--- src/design/cnf_consts.svh ---
// Constants for the configurable native queue: register offsets, field
// positions, reset values. Assumes inclusion by the queue package users.
// Function
// - Separate write and read clocks are synchronised inside the queue itself; this queue runs both sides on mclk
// - Look-ahead mode shows the oldest word without any read request
// - Look-ahead offered for block, distributed and macro memory, never shift
// - Write:read width ratios from 1:8 up to 8:1 convert automatically
// - Unequal widths only for block memory with separate clocks
// - Output register adds exactly one cycle to read data and valid
// - Output register resets read data to default or programmed value
// - Output register only for block memory and common-clock macro queues
// - Common-clock memory queues give full, almost and programmable flags
// - Write acknowledge, overflow, valid and underflow offered everywhere
// - Common-clock memory queues may output the held word count
// - Block and distributed common-clock queues choose sync or async reset
// - Common-clock macro queue: full, empty, programmable flags, no almost
// - Separate-clock macro queue: full, empty and programmable flags
// - Read side runs on read clock, write side on write clock; here both sides run on mclk
// - Separate-clock memory queues give write-side and read-side word counts
// - Error inject and check only for block and macro queues
// - Macro queues do not build the missing almost flags; they stay low
// - Write while full is ignored and leaves contents intact
// - Acknowledge follows accepted write, overflow follows refused write
// - Almost full when exactly one more write fits
`ifndef CNF_CONSTS_SVH
`define CNF_CONSTS_SVH

`define CNF_OFF_CTRL     8'h00
`define CNF_OFF_STATUS   8'h04
`define CNF_OFF_PFA      8'h08
`define CNF_OFF_PFN      8'h0c
`define CNF_OFF_PEA      8'h10
`define CNF_OFF_PEN      8'h14
`define CNF_OFF_COUNT    8'h18
`define CNF_OFF_DOUTRST  8'h1c
`define CNF_OFF_ERR      8'h20

`define CNF_CTRL_LA      0
`define CNF_CTRL_OREG    1
`define CNF_CTRL_FLUSH   2

`define CNF_ERR_OVF      0
`define CNF_ERR_UDF      1
`define CNF_ERR_SBIT     2
`define CNF_ERR_DBIT     3

`define CNF_RST_PFA      16'h000c
`define CNF_RST_PFN      16'h000a
`define CNF_RST_PEA      16'h0002
`define CNF_RST_PEN      16'h0004
`define CNF_RST_DOUT     32'h00000000

`endif

--- src/design/cnf_pkg.sv ---
// Types for the configurable native queue.
// Assumes nothing beyond a SystemVerilog compiler.
package cnf_pkg;

  typedef enum logic [3:0] {
    CNF_MEM_BLOCK = 4'h1,
    CNF_MEM_DIST  = 4'h2,
    CNF_MEM_SHIFT = 4'h4,
    CNF_MEM_MACRO = 4'h8
  } cnf_mem_e;

  typedef struct packed {
    logic full;
    logic almost_full;
    logic prog_full;
    logic wr_ack;
    logic overflow;
  } cnf_wr_flags_s;

  typedef struct packed {
    logic empty;
    logic almost_empty;
    logic prog_empty;
    logic valid;
    logic underflow;
    logic sbit_err;
    logic dbit_err;
  } cnf_rd_flags_s;

endpackage

--- src/design/cnf_fifo.sv ---
// Configurable native queue with Avalon-MM control registers.
// Assumes producer and consumer logic both run on mclk.
//
// The Avalon-MM register port and the address map were left to the implementer.
`timescale 1ns/1ps
`default_nettype none
`include "cnf_consts.svh"

module cnf_fifo
  import cnf_pkg::*;
#(
  parameter int       DATA_W    = 8,
  parameter int       DEPTH     = 16,
  parameter int       WR_MULT   = 1,
  parameter int       RD_MULT   = 1,
  parameter cnf_mem_e MEM_KIND  = CNF_MEM_BLOCK,
  parameter bit       INDEP_CLK = 1'b0,
  parameter bit       SYNC_RST  = 1'b0,
  parameter bit       ECC_EN    = 1'b1,
  parameter bit       HAS_COUNT = 1'b1
) (
  input  wire logic                        mclk,
  input  wire logic                        rst,
  input  wire logic [7:0]                  avs_address,
  input  wire logic                        avs_read,
  input  wire logic                        avs_write,
  input  wire logic [31:0]                 avs_writedata,
  output logic      [31:0]                 avs_readdata,
  output logic                             avs_waitrequest,
  input  wire logic                        wr_en,
  input  wire logic [DATA_W*WR_MULT-1:0]   din,
  input  wire logic                        inject_sbit_err,
  input  wire logic                        inject_dbit_err,
  output cnf_wr_flags_s                    wr_flags,
  output logic      [15:0]                 wr_data_count,
  input  wire logic                        rd_en,
  output logic      [DATA_W*RD_MULT-1:0]   dout,
  output cnf_rd_flags_s                    rd_flags,
  output logic      [15:0]                 rd_data_count
);

  localparam int AW  = $clog2(DEPTH);
  localparam int CW  = AW + 1;
  localparam bit RATIO_OK = (MEM_KIND == CNF_MEM_BLOCK) && INDEP_CLK;
  localparam int WM  = RATIO_OK ? WR_MULT : 1;
  localparam int RM  = RATIO_OK ? RD_MULT : 1;
  localparam int RD_W = DATA_W * RD_MULT;
  localparam int WSH = $clog2(WM);
  localparam int RSH = $clog2(RM);
  localparam bit LA_OK    = (MEM_KIND != CNF_MEM_SHIFT);
  localparam bit OREG_OK  = (MEM_KIND == CNF_MEM_BLOCK) ||
                            ((MEM_KIND == CNF_MEM_MACRO) && !INDEP_CLK);
  localparam bit ALM_OK   = (MEM_KIND != CNF_MEM_MACRO);
  localparam bit CNT_OK   = HAS_COUNT && (MEM_KIND != CNF_MEM_MACRO);
  localparam bit ECC_OK   = ECC_EN && ((MEM_KIND == CNF_MEM_BLOCK) ||
                                       (MEM_KIND == CNF_MEM_MACRO));
  localparam bit SRST_OK  = SYNC_RST && !INDEP_CLK &&
                            ((MEM_KIND == CNF_MEM_BLOCK) || (MEM_KIND == CNF_MEM_DIST));
  localparam logic [CW-1:0] WMC    = CW'(WM);
  localparam logic [CW-1:0] RMC    = CW'(RM);
  localparam logic [CW-1:0] FULL_T = CW'(DEPTH - WM);
  localparam logic [CW-1:0] AF_T   = CW'(DEPTH - 2 * WM);

  // Check bits: p0 over all bits, p1 over odd positions
  function automatic logic [DATA_W+1:0] enc(input logic [DATA_W-1:0] d,
                                           input logic sb, input logic db);
    logic [DATA_W-1:0] odd;
    logic [DATA_W-1:0] f;
    odd = '0;
    for (int i = 1; i < DATA_W; i += 2) odd[i] = 1'b1;
    f = d;
    f[0] = d[0] ^ (sb | db);
    f[1] = d[1] ^ db;
    return {^(d & odd), ^d, f};
  endfunction

  logic [DATA_W+1:0]  mem [DEPTH];
  logic [AW-1:0]      wptr;
  logic [AW-1:0]      rptr;
  logic [CW-1:0]      count;
  logic [CW-1:0]      next_count;
  logic               la_full;
  logic               next_la_full;
  logic               ctrl_la;
  logic               ctrl_oreg;
  logic               soft_flush;
  logic               srst_q;
  logic               flush;
  logic [15:0]        pfa;
  logic [15:0]        pfn;
  logic [15:0]        pea;
  logic [15:0]        pen;
  logic [31:0]        dout_rst;
  logic [3:0]         err_sticky;
  logic [RD_W-1:0]    rd_word;
  logic               rd_sbit;
  logic               rd_dbit;
  logic [RD_W-1:0]    s1_data;
  logic               s1_valid;
  logic               s1_sbit;
  logic               s1_dbit;
  logic               mode_la;
  logic               mode_oreg;
  logic               wr_ok;
  logic               pop;
  logic               rd_ok;
  logic [15:0]        next_wcnt;
  logic [15:0]        next_rcnt;
  logic               bus_go;

  assign mode_la   = ctrl_la && LA_OK;
  assign mode_oreg = ctrl_oreg && OREG_OK && !mode_la;
  assign wr_ok     = wr_en && !wr_flags.full;
  assign pop       = (count >= RMC) && (mode_la ? (!la_full || rd_en) : rd_en);
  assign rd_ok     = mode_la ? (rd_en && la_full) : pop;
  assign flush     = soft_flush || (SRST_OK && srst_q);
  assign bus_go    = (avs_read || avs_write) && !avs_waitrequest;

  // Both sides share mclk, so pointers need no crossing logic
  always_comb begin
    next_count = count;
    if (wr_ok) next_count = next_count + WMC;
    if (pop) next_count = next_count - RMC;
    if (flush) next_count = '0;
  end

  always_comb begin
    next_la_full = la_full;
    if (pop) next_la_full = 1'b1;
    else if (rd_ok) next_la_full = 1'b0;
    if (!mode_la || flush) next_la_full = 1'b0;
  end

  always_comb begin
    next_wcnt = 16'(next_count >> WSH);
    next_rcnt = 16'(next_count >> RSH) + {15'h0000, next_la_full};
  end

  // Gathers RM units into one read word, lowest unit first
  always_comb begin
    logic [DATA_W+1:0] e;
    e = '0;
    rd_word = '0;
    rd_sbit = 1'b0;
    rd_dbit = 1'b0;
    for (int i = 0; i < RM; i++) begin
      e = mem[AW'(rptr + AW'(i))];
      rd_word[i*DATA_W +: DATA_W] = e[DATA_W-1:0];
      if (ECC_OK) begin
        if (enc(e[DATA_W-1:0], 1'b0, 1'b0) != e) begin
          if (e[DATA_W] != ^e[DATA_W-1:0]) rd_sbit = 1'b1;
          else rd_dbit = 1'b1;
        end
      end
    end
  end

  always_ff @(posedge mclk) begin
    if (wr_ok) begin
      for (int i = 0; i < WM; i++) begin
        mem[AW'(wptr + AW'(i))] <= enc(din[i*DATA_W +: DATA_W],
                                       ECC_OK && inject_sbit_err && i == 0,
                                       ECC_OK && inject_dbit_err && i == 0);
      end
    end
  end

  always_ff @(posedge mclk or posedge rst) begin
    if (rst) begin
      srst_q <= 1'b1;
    end else begin
      srst_q <= 1'b0;
    end
  end

  always_ff @(posedge mclk or posedge rst) begin
    if (rst) begin
      wptr    <= '0;
      rptr    <= '0;
      count   <= '0;
      la_full <= 1'b0;
    end else begin
      count   <= next_count;
      la_full <= next_la_full;
      if (flush) begin
        wptr <= '0;
        rptr <= '0;
      end else begin
        if (wr_ok) wptr <= AW'(wptr + AW'(WM));
        if (pop) rptr <= AW'(rptr + AW'(RM));
      end
    end
  end

  // Write-side flags; full, almost and programmable built from the word count
  always_ff @(posedge mclk or posedge rst) begin
    if (rst) begin
      wr_flags      <= '0;
      wr_data_count <= '0;
    end else begin
      wr_flags.full        <= next_count > FULL_T;
      wr_flags.almost_full <= ALM_OK && next_count > AF_T &&
                              next_count <= FULL_T;
      wr_flags.wr_ack      <= wr_ok && !flush;
      wr_flags.overflow    <= wr_en && !wr_ok && !flush;
      if (flush) wr_flags.prog_full <= 1'b0;
      else if (next_wcnt >= pfa) wr_flags.prog_full <= 1'b1;
      else if (next_wcnt < pfn) wr_flags.prog_full <= 1'b0;
      wr_data_count <= CNT_OK ? next_wcnt : 16'h0000;
    end
  end

  // Read-side flags and counts
  always_ff @(posedge mclk or posedge rst) begin
    if (rst) begin
      rd_flags.empty        <= 1'b1;
      rd_flags.almost_empty <= 1'b0;
      rd_flags.prog_empty   <= 1'b1;
      rd_flags.underflow    <= 1'b0;
      rd_data_count         <= '0;
    end else begin
      rd_flags.empty        <= mode_la ? !next_la_full : next_count < RMC;
      rd_flags.almost_empty <= ALM_OK && next_rcnt == 16'h0001;
      rd_flags.underflow    <= rd_en && !rd_ok && !flush;
      if (flush) rd_flags.prog_empty <= 1'b1;
      else if (next_rcnt <= pea) rd_flags.prog_empty <= 1'b1;
      else if (next_rcnt > pen) rd_flags.prog_empty <= 1'b0;
      rd_data_count <= CNT_OK ? next_rcnt : 16'h0000;
    end
  end

  // First stage used when the output register is on
  always_ff @(posedge mclk or posedge rst) begin
    if (rst) begin
      s1_data  <= RD_W'(`CNF_RST_DOUT);
      s1_valid <= 1'b0;
      s1_sbit  <= 1'b0;
      s1_dbit  <= 1'b0;
    end else if (flush) begin
      s1_data  <= RD_W'(dout_rst);
      s1_valid <= 1'b0;
      s1_sbit  <= 1'b0;
      s1_dbit  <= 1'b0;
    end else begin
      s1_valid <= pop && !mode_la;
      if (pop) begin
        s1_data <= rd_word;
        s1_sbit <= rd_sbit;
        s1_dbit <= rd_dbit;
      end
    end
  end

  always_ff @(posedge mclk or posedge rst) begin
    if (rst) begin
      dout              <= RD_W'(`CNF_RST_DOUT);
      rd_flags.valid    <= 1'b0;
      rd_flags.sbit_err <= 1'b0;
      rd_flags.dbit_err <= 1'b0;
    end else if (flush) begin
      dout              <= RD_W'(dout_rst);
      rd_flags.valid    <= 1'b0;
      rd_flags.sbit_err <= 1'b0;
      rd_flags.dbit_err <= 1'b0;
    end else if (mode_oreg) begin
      rd_flags.valid <= s1_valid;
      if (s1_valid) begin
        dout              <= s1_data;
        rd_flags.sbit_err <= s1_sbit;
        rd_flags.dbit_err <= s1_dbit;
      end
    end else begin
      rd_flags.valid <= mode_la ? next_la_full : pop;
      if (pop) begin
        dout              <= rd_word;
        rd_flags.sbit_err <= rd_sbit;
        rd_flags.dbit_err <= rd_dbit;
      end
    end
  end

  // Avalon slave: one wait cycle, then the access takes effect
  always_ff @(posedge mclk or posedge rst) begin
    if (rst) begin
      avs_waitrequest <= 1'b1;
      avs_readdata    <= '0;
    end else begin
      avs_waitrequest <= !((avs_read || avs_write) && avs_waitrequest);
      if (avs_read && avs_waitrequest) begin
        if (avs_address == `CNF_OFF_CTRL)
          avs_readdata <= {30'h00000000, ctrl_oreg, ctrl_la};
        else if (avs_address == `CNF_OFF_STATUS)
          avs_readdata <= {24'h000000, rd_flags.dbit_err, rd_flags.sbit_err,
                           rd_flags.prog_empty, wr_flags.prog_full,
                           rd_flags.almost_empty, wr_flags.almost_full,
                           rd_flags.empty, wr_flags.full};
        else if (avs_address == `CNF_OFF_PFA) avs_readdata <= {16'h0000, pfa};
        else if (avs_address == `CNF_OFF_PFN) avs_readdata <= {16'h0000, pfn};
        else if (avs_address == `CNF_OFF_PEA) avs_readdata <= {16'h0000, pea};
        else if (avs_address == `CNF_OFF_PEN) avs_readdata <= {16'h0000, pen};
        else if (avs_address == `CNF_OFF_COUNT)
          avs_readdata <= {rd_data_count, wr_data_count};
        else if (avs_address == `CNF_OFF_DOUTRST) avs_readdata <= dout_rst;
        else if (avs_address == `CNF_OFF_ERR)
          avs_readdata <= {28'h0000000, err_sticky};
        else avs_readdata <= 32'h00000000;
      end
    end
  end

  always_ff @(posedge mclk or posedge rst) begin
    if (rst) begin
      ctrl_la    <= 1'b0;
      ctrl_oreg  <= 1'b0;
      soft_flush <= 1'b0;
      pfa        <= `CNF_RST_PFA;
      pfn        <= `CNF_RST_PFN;
      pea        <= `CNF_RST_PEA;
      pen        <= `CNF_RST_PEN;
      dout_rst   <= `CNF_RST_DOUT;
    end else begin
      soft_flush <= 1'b0;
      if (bus_go && avs_write) begin
        if (avs_address == `CNF_OFF_CTRL) begin
          ctrl_la    <= avs_writedata[`CNF_CTRL_LA];
          ctrl_oreg  <= avs_writedata[`CNF_CTRL_OREG];
          soft_flush <= avs_writedata[`CNF_CTRL_FLUSH];
        end
        else if (avs_address == `CNF_OFF_PFA) pfa <= avs_writedata[15:0];
        else if (avs_address == `CNF_OFF_PFN) pfn <= avs_writedata[15:0];
        else if (avs_address == `CNF_OFF_PEA) pea <= avs_writedata[15:0];
        else if (avs_address == `CNF_OFF_PEN) pen <= avs_writedata[15:0];
        else if (avs_address == `CNF_OFF_DOUTRST) dout_rst <= avs_writedata;
      end
    end
  end

  // Sticky error bits: write one to clear, a new event wins
  always_ff @(posedge mclk or posedge rst) begin
    if (rst) begin
      err_sticky <= '0;
    end else begin
      for (int i = 0; i < 4; i++) begin
        if (bus_go && avs_write && avs_address == `CNF_OFF_ERR &&
            avs_writedata[i])
          err_sticky[i] <= 1'b0;
      end
      if (wr_flags.overflow) err_sticky[`CNF_ERR_OVF] <= 1'b1;
      if (rd_flags.underflow) err_sticky[`CNF_ERR_UDF] <= 1'b1;
      if (rd_flags.sbit_err) err_sticky[`CNF_ERR_SBIT] <= 1'b1;
      if (rd_flags.dbit_err) err_sticky[`CNF_ERR_DBIT] <= 1'b1;
    end
  end
endmodule // cnf_fifo

`default_nettype wire

--- config.mk ---
export PLATFORM = sky130hd
export DESIGN_NAME = cnf_fifo
export DESIGN_NICKNAME = d
export VERILOG_FILES = /design/src/design/cnf_pkg.sv /design/src/design/cnf_fifo.sv
export VERILOG_INCLUDE_DIRS = /design/src /design/src/design
export SDC_FILE = /design/constraint.sdc
export NUM_CORES = 1
export LEC_CHECK = 0
export BUFFER_PORTS_ARGS = -buffer_cell sky130_fd_sc_hd__buf_2
export CORE_ASPECT_RATIO = 0.6
export CORE_MARGIN = 4
export CORE_UTILIZATION = 55
export CTS_CLUSTER_DIAMETER = 200
export DETAILED_ROUTE_END_ITERATION = 6
export PLACE_DENSITY = 0.8
export SLEW_MARGIN = 0
export SYNTH_ARGS = -nofsm -noshare
export SYNTH_HDL_FRONTEND = slang
export SYNTH_SLANG_ARGS = --single-unit
--- constraint.sdc ---
create_clock -name mclk -period 5.7 [get_ports mclk]
set_input_delay 0 -clock mclk [delete_from_list [all_inputs] [get_ports mclk]]
set_output_delay 0 -clock mclk [all_outputs]
set_load 0.02 [all_outputs]
==> qor.yml, run 1 <==
setup_path:
  worstPathRequired_ps: 6200
  start_kind: "register"
  crit_fanout: 11
  cp_common_cell: "ha_1"
  slowest_stage: "nor4_1"
  r2r_start: "wr_data_count[0]"
  crit_arrival_ps: 4900
  r2r_slack_ps: 1300
  crit_path_end_kind: "register"
  cpPeakStageDelay_ps: 510
  r2r_end: "rd_flags[4]"
  path_class: "register to register"
  crit_chain: "ha_1, nor4_1, a2bb2oi_1, xor2_1, or2_2, inv_1, ha_1, ha_1, xor2_1, ha_1, o21a_1, o21a_1, o21ai_0, nand2b_1, a21oi_1, o21ai_0, o211ai_1"
  r2r_cells: 17
route:
  drc: 0
  vias_per_cell: 6.14
  avgRoutedWirePerCell_um: 23.6
  drtAntennaViolNets: 0
  first_pass_iters: 6
  drt_iter0_markers: 1236
  num_vias: 10300
  drt_wl_total_mm: 39.5
clock_tree:
  insertion_delay_ps: 580
  htree_num_levels: 1
  cts-root-buf: "clkbuf_16"
  cts_tree: "done"
  clock-sinks: 347
  numCtsBuffers: 31
  ctsLongestPathBuffers: 3
  cts_resized: 0
  clkTransAtPathRegs_ps: 70
layout:
  area_growth_pct: 14.9
  antenna_cells: 0
  fillers: 2025
  finalNetCount: 1370
  fin_util_pct: 64.3
  layout-drive-gt1-share_pct: 24.5
  mostFrequentLayoutCells: "dfrtp_1 (177), edfxtp_1 (160), buf_2 (119)"
  final_common_cell: "dfrtp_1"
logic_synthesis:
  ys_warn_count: 0
  syn_inst: 1124
  ys.flop_type: "dfrtp_1"
  async_reset_ff_share_pct: 53.9
  synth_area_leader_cell: "edfxtp_1"
  ys_ff_latch: 347
  yosysUniqueCellTypes: 63
  synth_area_leaders: "edfxtp_1 (31%), dfrtp_1 (29%), mux2_2 (7.0%), mux2i_1 (3.3%), mux4_2 (3.2%)"
  synth.top_cell.area_share_pct: 31.1
  synth_edf_count: 160
  synth-seq-area-share_pct: 61.5
  avgSynthCellArea_um2: 13.7
  synthesis.area_mm2: 0.0154
die:
  start_util_pct: 56.0
  die_h_um: 138
  core_mm2: 0.0276
  die_area_mm2: 0.0309
  die_w_um: 224
  rows: 47
  io_pins: 141
hold_path:
  hold_end: "avs_readdata[4]"
  worstHoldStart: "avs_address[0]"
  hold_class: "primary input to register"
  whs_path_depth: 6
run:
  max-cap-violations: 0
outcome:
  outcome: "completed"
sta:
  fin_crit_sh_pct: 77.2
  slew_headroom_pct: 11.2
  rsz0062_at_grt: "false"
  drv_slew: 0
  setup_ws_ps: 1300
  finalSetupViolations: 0
  worst_pin_slew_ps: 1320
  hold_viol: 0
  finClkSkew_ps: 11.3
  max_freq_mhz: 227
  period_needed_ps: 4400
  fin_setup_tns_ps: 0
place:
  place_hpwl_mm: 27.5
  port_buffers: 119
  place_ws_ps: 1400
  place_congestion: 0.977
global_routing:
  grt_pass1_wl_mm: 60.0
  grt_usage_pct: 25.5
  grt_pass1_vias: 9934
  gr-total-overflow: 0
  antenna_found_initial: 1
  grt_max_degree: 114
power_and_ir_drop:
  ir_drop_mv: 0.306
  power_density_mw_per_mm2: 465
  power.leakage_uw: 0.00755
[cells by family after synthesis]
group	after synthesis	synth area share, %
buffers and inverters	103	3.57
flip-flops	347	61.5
XOR/XNOR	32	2.05
other	1	0.0243
AND/OR/NAND/NOR	236	7.30
adder cells (fa/ha/maj)	31	2.51
AO/OA/AOI/OAI	204	9.33
multiplexers	170	13.7
[cells in the mapped netlist (10+ instances only)]
library cell,n
a21oi_1,38
a221o_1,10
a221oi_1,17
a22o_1,19
a22oi_1,16
and2_1,22
buf_4,22
clkbuf_1,31
dfrtp_1,178
edfxtp_1,160
ha_1,31
inv_1,29
mux2_2,96
mux2i_1,51
mux4_2,22
nand2_1,92
nor2_1,46
nor2b_1,12
nor3_1,17
o21ai_0,50
xnor2_1,13
xor2_1,15
[worst max-delay path: cells and delay by family (launching register included)]
kind | cells | cell delay (ps)
DFF | 1 | 470
adders and majority gates | 4 | 950
buffers and inverters | 1 | 160
AOI/OAI and AO/OA | 7 | 1170
and+or+nand+nor | 3 | 930
xor gates and xnor gates | 2 | 660
[cell type report]
| class | instances | area [µm²] | area share (%) |
|---|---|---|---|
| clock buffer | 38 | 812 | 4.58 |
| inverter | 30 | 120 | 0.677 |
| timing repair buffer | 179 | 1160 | 6.53 |
| multi-input combinational | 694 | 5470 | 30.8 |
| clock inverter | 20 | 218 | 1.23 |
| sequential | 347 | 9500 | 53.6 |
| tap | 367 | 459 | 2.59 |
[how the worst max path moves through the flow]
stage,startpoint,to,slack (ps),cells past startpoint
6_report,wr_data_count[0],rd_flags[4],1300,17
5_1_grt,wr_data_count[1],rd_flags[4],980,18
4_1_cts,wr_data_count[0],rd_flags[4],1400,17
3_5_place_dp,wr_data_count[0],rd_flags[4],1400,17
3_3_place_gp,wr_data_count[0],rd_flags[4],1620,17
2_1_floorplan,rst,avs_readdata[0],630,1
[layer usage]
metal	wire (µm)	track usage, %	up-vias
li1	-	-	4486
met1	18000	40.8	5200
met2	15800	34.2	552
met3	5210	8.58	45
met4	518	3.74	2
met5	12	0	-
[repair_timing]
item / in CTS / in global routing
hold buffers: 45 / 0
buffers inserted: 0 / 0
endpoints found under the hold margin: 316 / 0
[where the power goes]
group / switching [µW] / internal [µW] / total [µW]
sequential: 296 / 2930 / 3230
clock: 923 / 1230 / 2160
combinational: 1690 / 1170 / 2860
total: 2910 / 5340 / 8250
[sequential cells by signal, summed over array words and instances, names as in the netlist, 4 cells and up]
signal         count
avs_readdata      32
dout               8
dout_rst          32
err_sticky         4
mem              160
pea               16
pen               16
pfa               16
pfn               16
rd_data_count      6
rd_flags           7
rptr               4
s1_data            8
wptr               4
wr_data_count      5
wr_flags           5
[through the flow]
stage | hold slack (ps) | power (µW) | cell area, µm² | instances
3_3_place_gp | 169 | 5930 | 16300 | 1572
5_1_grt | 106 | 8680 | 17700 | 1675
4_1_cts | 18.6 | 8230 | 17700 | 1675
3_5_place_dp | 182 | 6050 | 16300 | 1572
2_1_floorplan | 63.0 | 5300 | 15500 | 1144
6_report | 42.5 | 8250 | 17700 | 1675
(Power assumes the default switching activity.)
==> run 2: changes to the inputs <==
--- a/config.mk
+++ b/config.mk
@@ -6,6 +6,7 @@
 export SDC_FILE = /design/constraint.sdc
 export NUM_CORES = 1
 export LEC_CHECK = 0
+export ABC_AREA = 1
 export BUFFER_PORTS_ARGS = -buffer_cell sky130_fd_sc_hd__buf_2
 export CORE_ASPECT_RATIO = 0.6
 export CORE_MARGIN = 4
==> constraint.sdc (replaced) <==
create_clock -name mclk -period 4.5 [get_ports mclk]
set_input_delay 0 -clock mclk [delete_from_list [all_inputs] [get_ports mclk]]
set_output_delay 0 -clock mclk [all_outputs]
set_load 0.02 [all_outputs]
==> qor.yml, run 2 <==
global_routing:
  grtUsageMet1_pct: 43.8  # +3.0 points
  met2_usage_pct: 37.2  # +3.0 points
  grt_pass1_wl_mm: 69.5  # +16%
  antenna_found_initial: 2  # +1
  grt_max_degree: 124  # +8.8%
  grt_pass1_vias: 11900  # +20%
  grt_usage_pct: 28.5  # +3.0 points
  globalRoute.busiestLayer: "met1"
  gr-usage-met3_pct: 12.8  # +4.3 points
  gr-total-overflow: 0  # unchanged
power_and_ir_drop:
  ir_drop_mv: 0.358  # +17%
  power.leakage_uw: 0.00822  # +8.8%
  internal-power_uw: 6390  # +20%
  switching_share_pct: 39.2  # +3.9 points
  pwr-share-seq_pct: 37.6  # -1.6 points
  switchingPower_uw: 4120  # +41%
  power.share.combinational_pct: 36.4  # +1.7 points
  clkPwrFrac_pct: 26.0  # about the same
  power_density_mw_per_mm2: 578  # +24%
clock_tree:
  post_cts_buffers: 0  # unchanged
  numCtsBuffers: 31  # unchanged
  cts_tree: "done"
  cts-root-buf: "clkbuf_16"
  cts_resized: 0  # unchanged
  htree_num_levels: 1  # unchanged
  ctsLongestPathBuffers: 3  # unchanged
  clkTransAtPathRegs_ps: 70  # about the same
  insertion_delay_ps: 570  # about the same
  clock-sinks: 347  # unchanged
layout:
  instances_no_fill: 2212  # +32%
  mostFrequentLayoutCells: "nand2_1 (507), dfrtp_1 (177), edfxtp_1 (160)"
  finalNetCount: 1907  # +39%
  area_growth_pct: 14.6
  reg_top3: "mem x160, avs_readdata x32, dout_rst x32"
  top_register: "mem"
  largest_reg_flops: 160  # unchanged
  final_common_cell: "nand2_1"
  layout-drive-gt1-share_pct: 12.7  # -12 points
logic_synthesis:
  synth_edf_count: 160  # unchanged
  synth_area_leaders: "edfxtp_1 (30%), dfrtp_1 (28%), nand2_1 (12%), o21ai_0 (4.8%), inv_1 (3.2%)"
  synth.top_cell.area_share_pct: 30.3  # -0.86 points
  netlist_top_cells_count: "nand2_1 (507), dfrtp_1 (178), edfxtp_1 (160), o21ai_0 (151), inv_1 (134)"
  synth_area_leader_cell: "edfxtp_1"
  async_reset_ff_share_pct: 53.9  # unchanged
  avgSynthCellArea_um2: 9.52  # -31%
  syn_inst: 1668  # +48%
  synthesis.area_mm2: 0.0159  # +2.8%
  ys_warn_count: 0  # unchanged
  synth-seq-area-share_pct: 59.8  # -1.7 points
  yosysMostFrequentCell: "nand2_1"
  yosysUniqueCellTypes: 51  # -19%
  ys.flop_type: "dfrtp_1"
  ys_ff_latch: 347  # unchanged
place:
  place_hpwl_mm: 31.2  # +13%
  place_congestion: 0.996  # +1.9%
  port_buffers: 119  # unchanged
  dp.cells: 2104  # +34%
run:
  max-cap-violations: 0  # unchanged
setup_path:
  r2r_start: "wr_data_count[1]"
  slowest_stage: "dfrtp_1"
  start_kind: "register"
  crit_chain: "inv_1, ha_1, nor2_1, nand4_1, nand2_1, inv_1, nor2_1, buf_4, inv_1, o22ai_2, buf_4, ha_1, nand3_1, xor2_1, ha_1, nand2_1, inv_1, a221oi_1, nor4_1, nand3_1, nand2_1, nand2_1"
  crit_fanout: 11  # unchanged
  r2r_end: "rd_flags[4]"
  r2r_slack_ps: 780  # -520 ps
  cpPeakStageDelay_ps: 440  # -70 ps
  worstPathRequired_ps: 5020  # -1180 ps
  path_class: "register to register"
  r2r_cells: 22  # +5
  crit_path_end_kind: "register"
  crit_arrival_ps: 4240  # -660 ps
route:
  first_pass_iters: 6  # unchanged
  drt_iter0_markers: 1978  # +60%
  drc: 0  # unchanged
  num_vias: 12900  # +25%
  drt_wl_total_mm: 45.7  # +16%
  avgRoutedWirePerCell_um: 20.7  # -12%
  vias_per_cell: 5.81  # -5.3%
  drtAntennaViolNets: 0  # unchanged
die:
  die_w_um: 227  # +1.4%
  io_pins: 141  # unchanged
  die_h_um: 140  # +1.3%
  rows: 47  # unchanged
  start_util_pct: 56.7  # +0.74 points
  die_area_mm2: 0.0317  # +2.7%
  core_mm2: 0.0280  # +1.5%
sta:
  finalSetupViolations: 0  # unchanged
  rsz0062_at_grt: "false"
  fin_setup_tns_ps: 0  # unchanged
  fin_crit_sh_pct: 82.7  # +5.5 points
  worst_pin_slew_ps: 1290  # -34.5 ps
  slew_headroom_pct: 13.6  # +2.4 points
  hold_viol: 0  # unchanged
  drv_slew: 0  # unchanged
  period_needed_ps: 3720  # -679 ps
  finClkSkew_ps: 17.1  # +5.76 ps
  max_freq_mhz: 269  # +18%
hold_path:
  hold_end: "avs_readdata[21]"
  hold_class: "primary input to register"
  whs_path_depth: 5  # -1
  worstHoldStart: "avs_address[2]"
outcome:
  outcome: "completed"
[run 2: cell count changes in the layout (fill, tap and decap cells not counted), moves of 51 or more]
cell,previous run,this run
nor2_1,46,123
o21ai_0,50,151
inv_1,28,133
nand3_1,6,77
mux2i_1,51,0
nand2_1,92,507
mux2_2,96,15
[run 2: logic make-up (layout without fill, tap and decap cells)]
logic type | Yosys count | after routing | share of synthesized area (%)
AOI/OAI and AO/OA | 268 | 268 | 9.85
xor gates and xnor gates | 22 | 22 | 1.21
adders and majority gates | 31 | 31 | 2.44
buffers and inverters | 235 | 391 | 6.47
DFF | 347 | 347 | 59.8
muxes | 15 | 15 | 1.06
other | 1 | 22 | 0.0236
and+or+nand+nor | 749 | 749 | 19.1
[run 2: area by class of cell]
class	instances	area, µm²
multi-input cells	1106	5430
flip-flops and latches	347	9500
clock buffers	38	802
inverters	151	571
diodes	1	2.50
fillers	2108	9800
well taps	367	459
repair buffers	183	1210
clock inverters	19	225
[run 2: routing by layer]
layer	part of all wire, %	up-vias
met2	39	814
met4	1.9	0
met3	16	81
met1	43	6154
met5	0	-
li1	-	5809
[run 2: per-stage QoR]
step	total power [µW]	setup WS [ps]	instance area, µm²	utilization (%)	hold slack, ps
after floorplan	6580	1340	16000	-	63.0
after global placement	7500	1030	16700	59.5	163
after detailed placement	7660	833	16700	59.5	171
after CTS	10400	832	18200	65.0	8.62
after global routing	11100	428	18200	65.0	45.5
final	10500	779	18200	65.0	37.7
[run 2: worst max-delay path: cells and delay by family, from the launching register on]
kind / cells / cell delay (ps)
adder cells (fa/ha/maj): 3 / 700
AND/OR/NAND/NOR: 10 / 1030
XOR/XNOR: 1 / 390
AO/OA/AOI/OAI: 2 / 370
flip-flops: 1 / 440
buffers and inverters: 6 / 760
[run 2: how the worst max path moves through the flow]
stage | startpoint | end | slack [ps]
6_report | wr_data_count[1] | rd_flags[4] | 780
5_1_grt | wr_data_count[1] | rd_flags[4] | 430
4_1_cts | wr_data_count[1] | rd_flags[4] | 830
3_5_place_dp | wr_data_count[1] | rd_flags[4] | 830
3_3_place_gp | wr_data_count[0] | rd_flags[4] | 1030
2_1_floorplan | wr_data_count[1] | rd_flags[4] | 1340
[run 2: power groups by stage]
stage / Combinational [µW] / Clock [µW] / Sequential (µW)
after global routing: 4260 / 2900 / 3980
after global placement: 3520 / 0 / 3980
after floorplan: 2540 / 0 / 4030
after CTS: 3740 / 2750 / 3940
after detailed placement: 3670 / 0 / 4000
final: 3820 / 2730 / 3950
[run 2: repair_timing]
item / in CTS / in global routing
endpoints found under the setup margin: 0 / 0
hold endpoints to repair: 401 / 5
hold buffers: 49 / 1
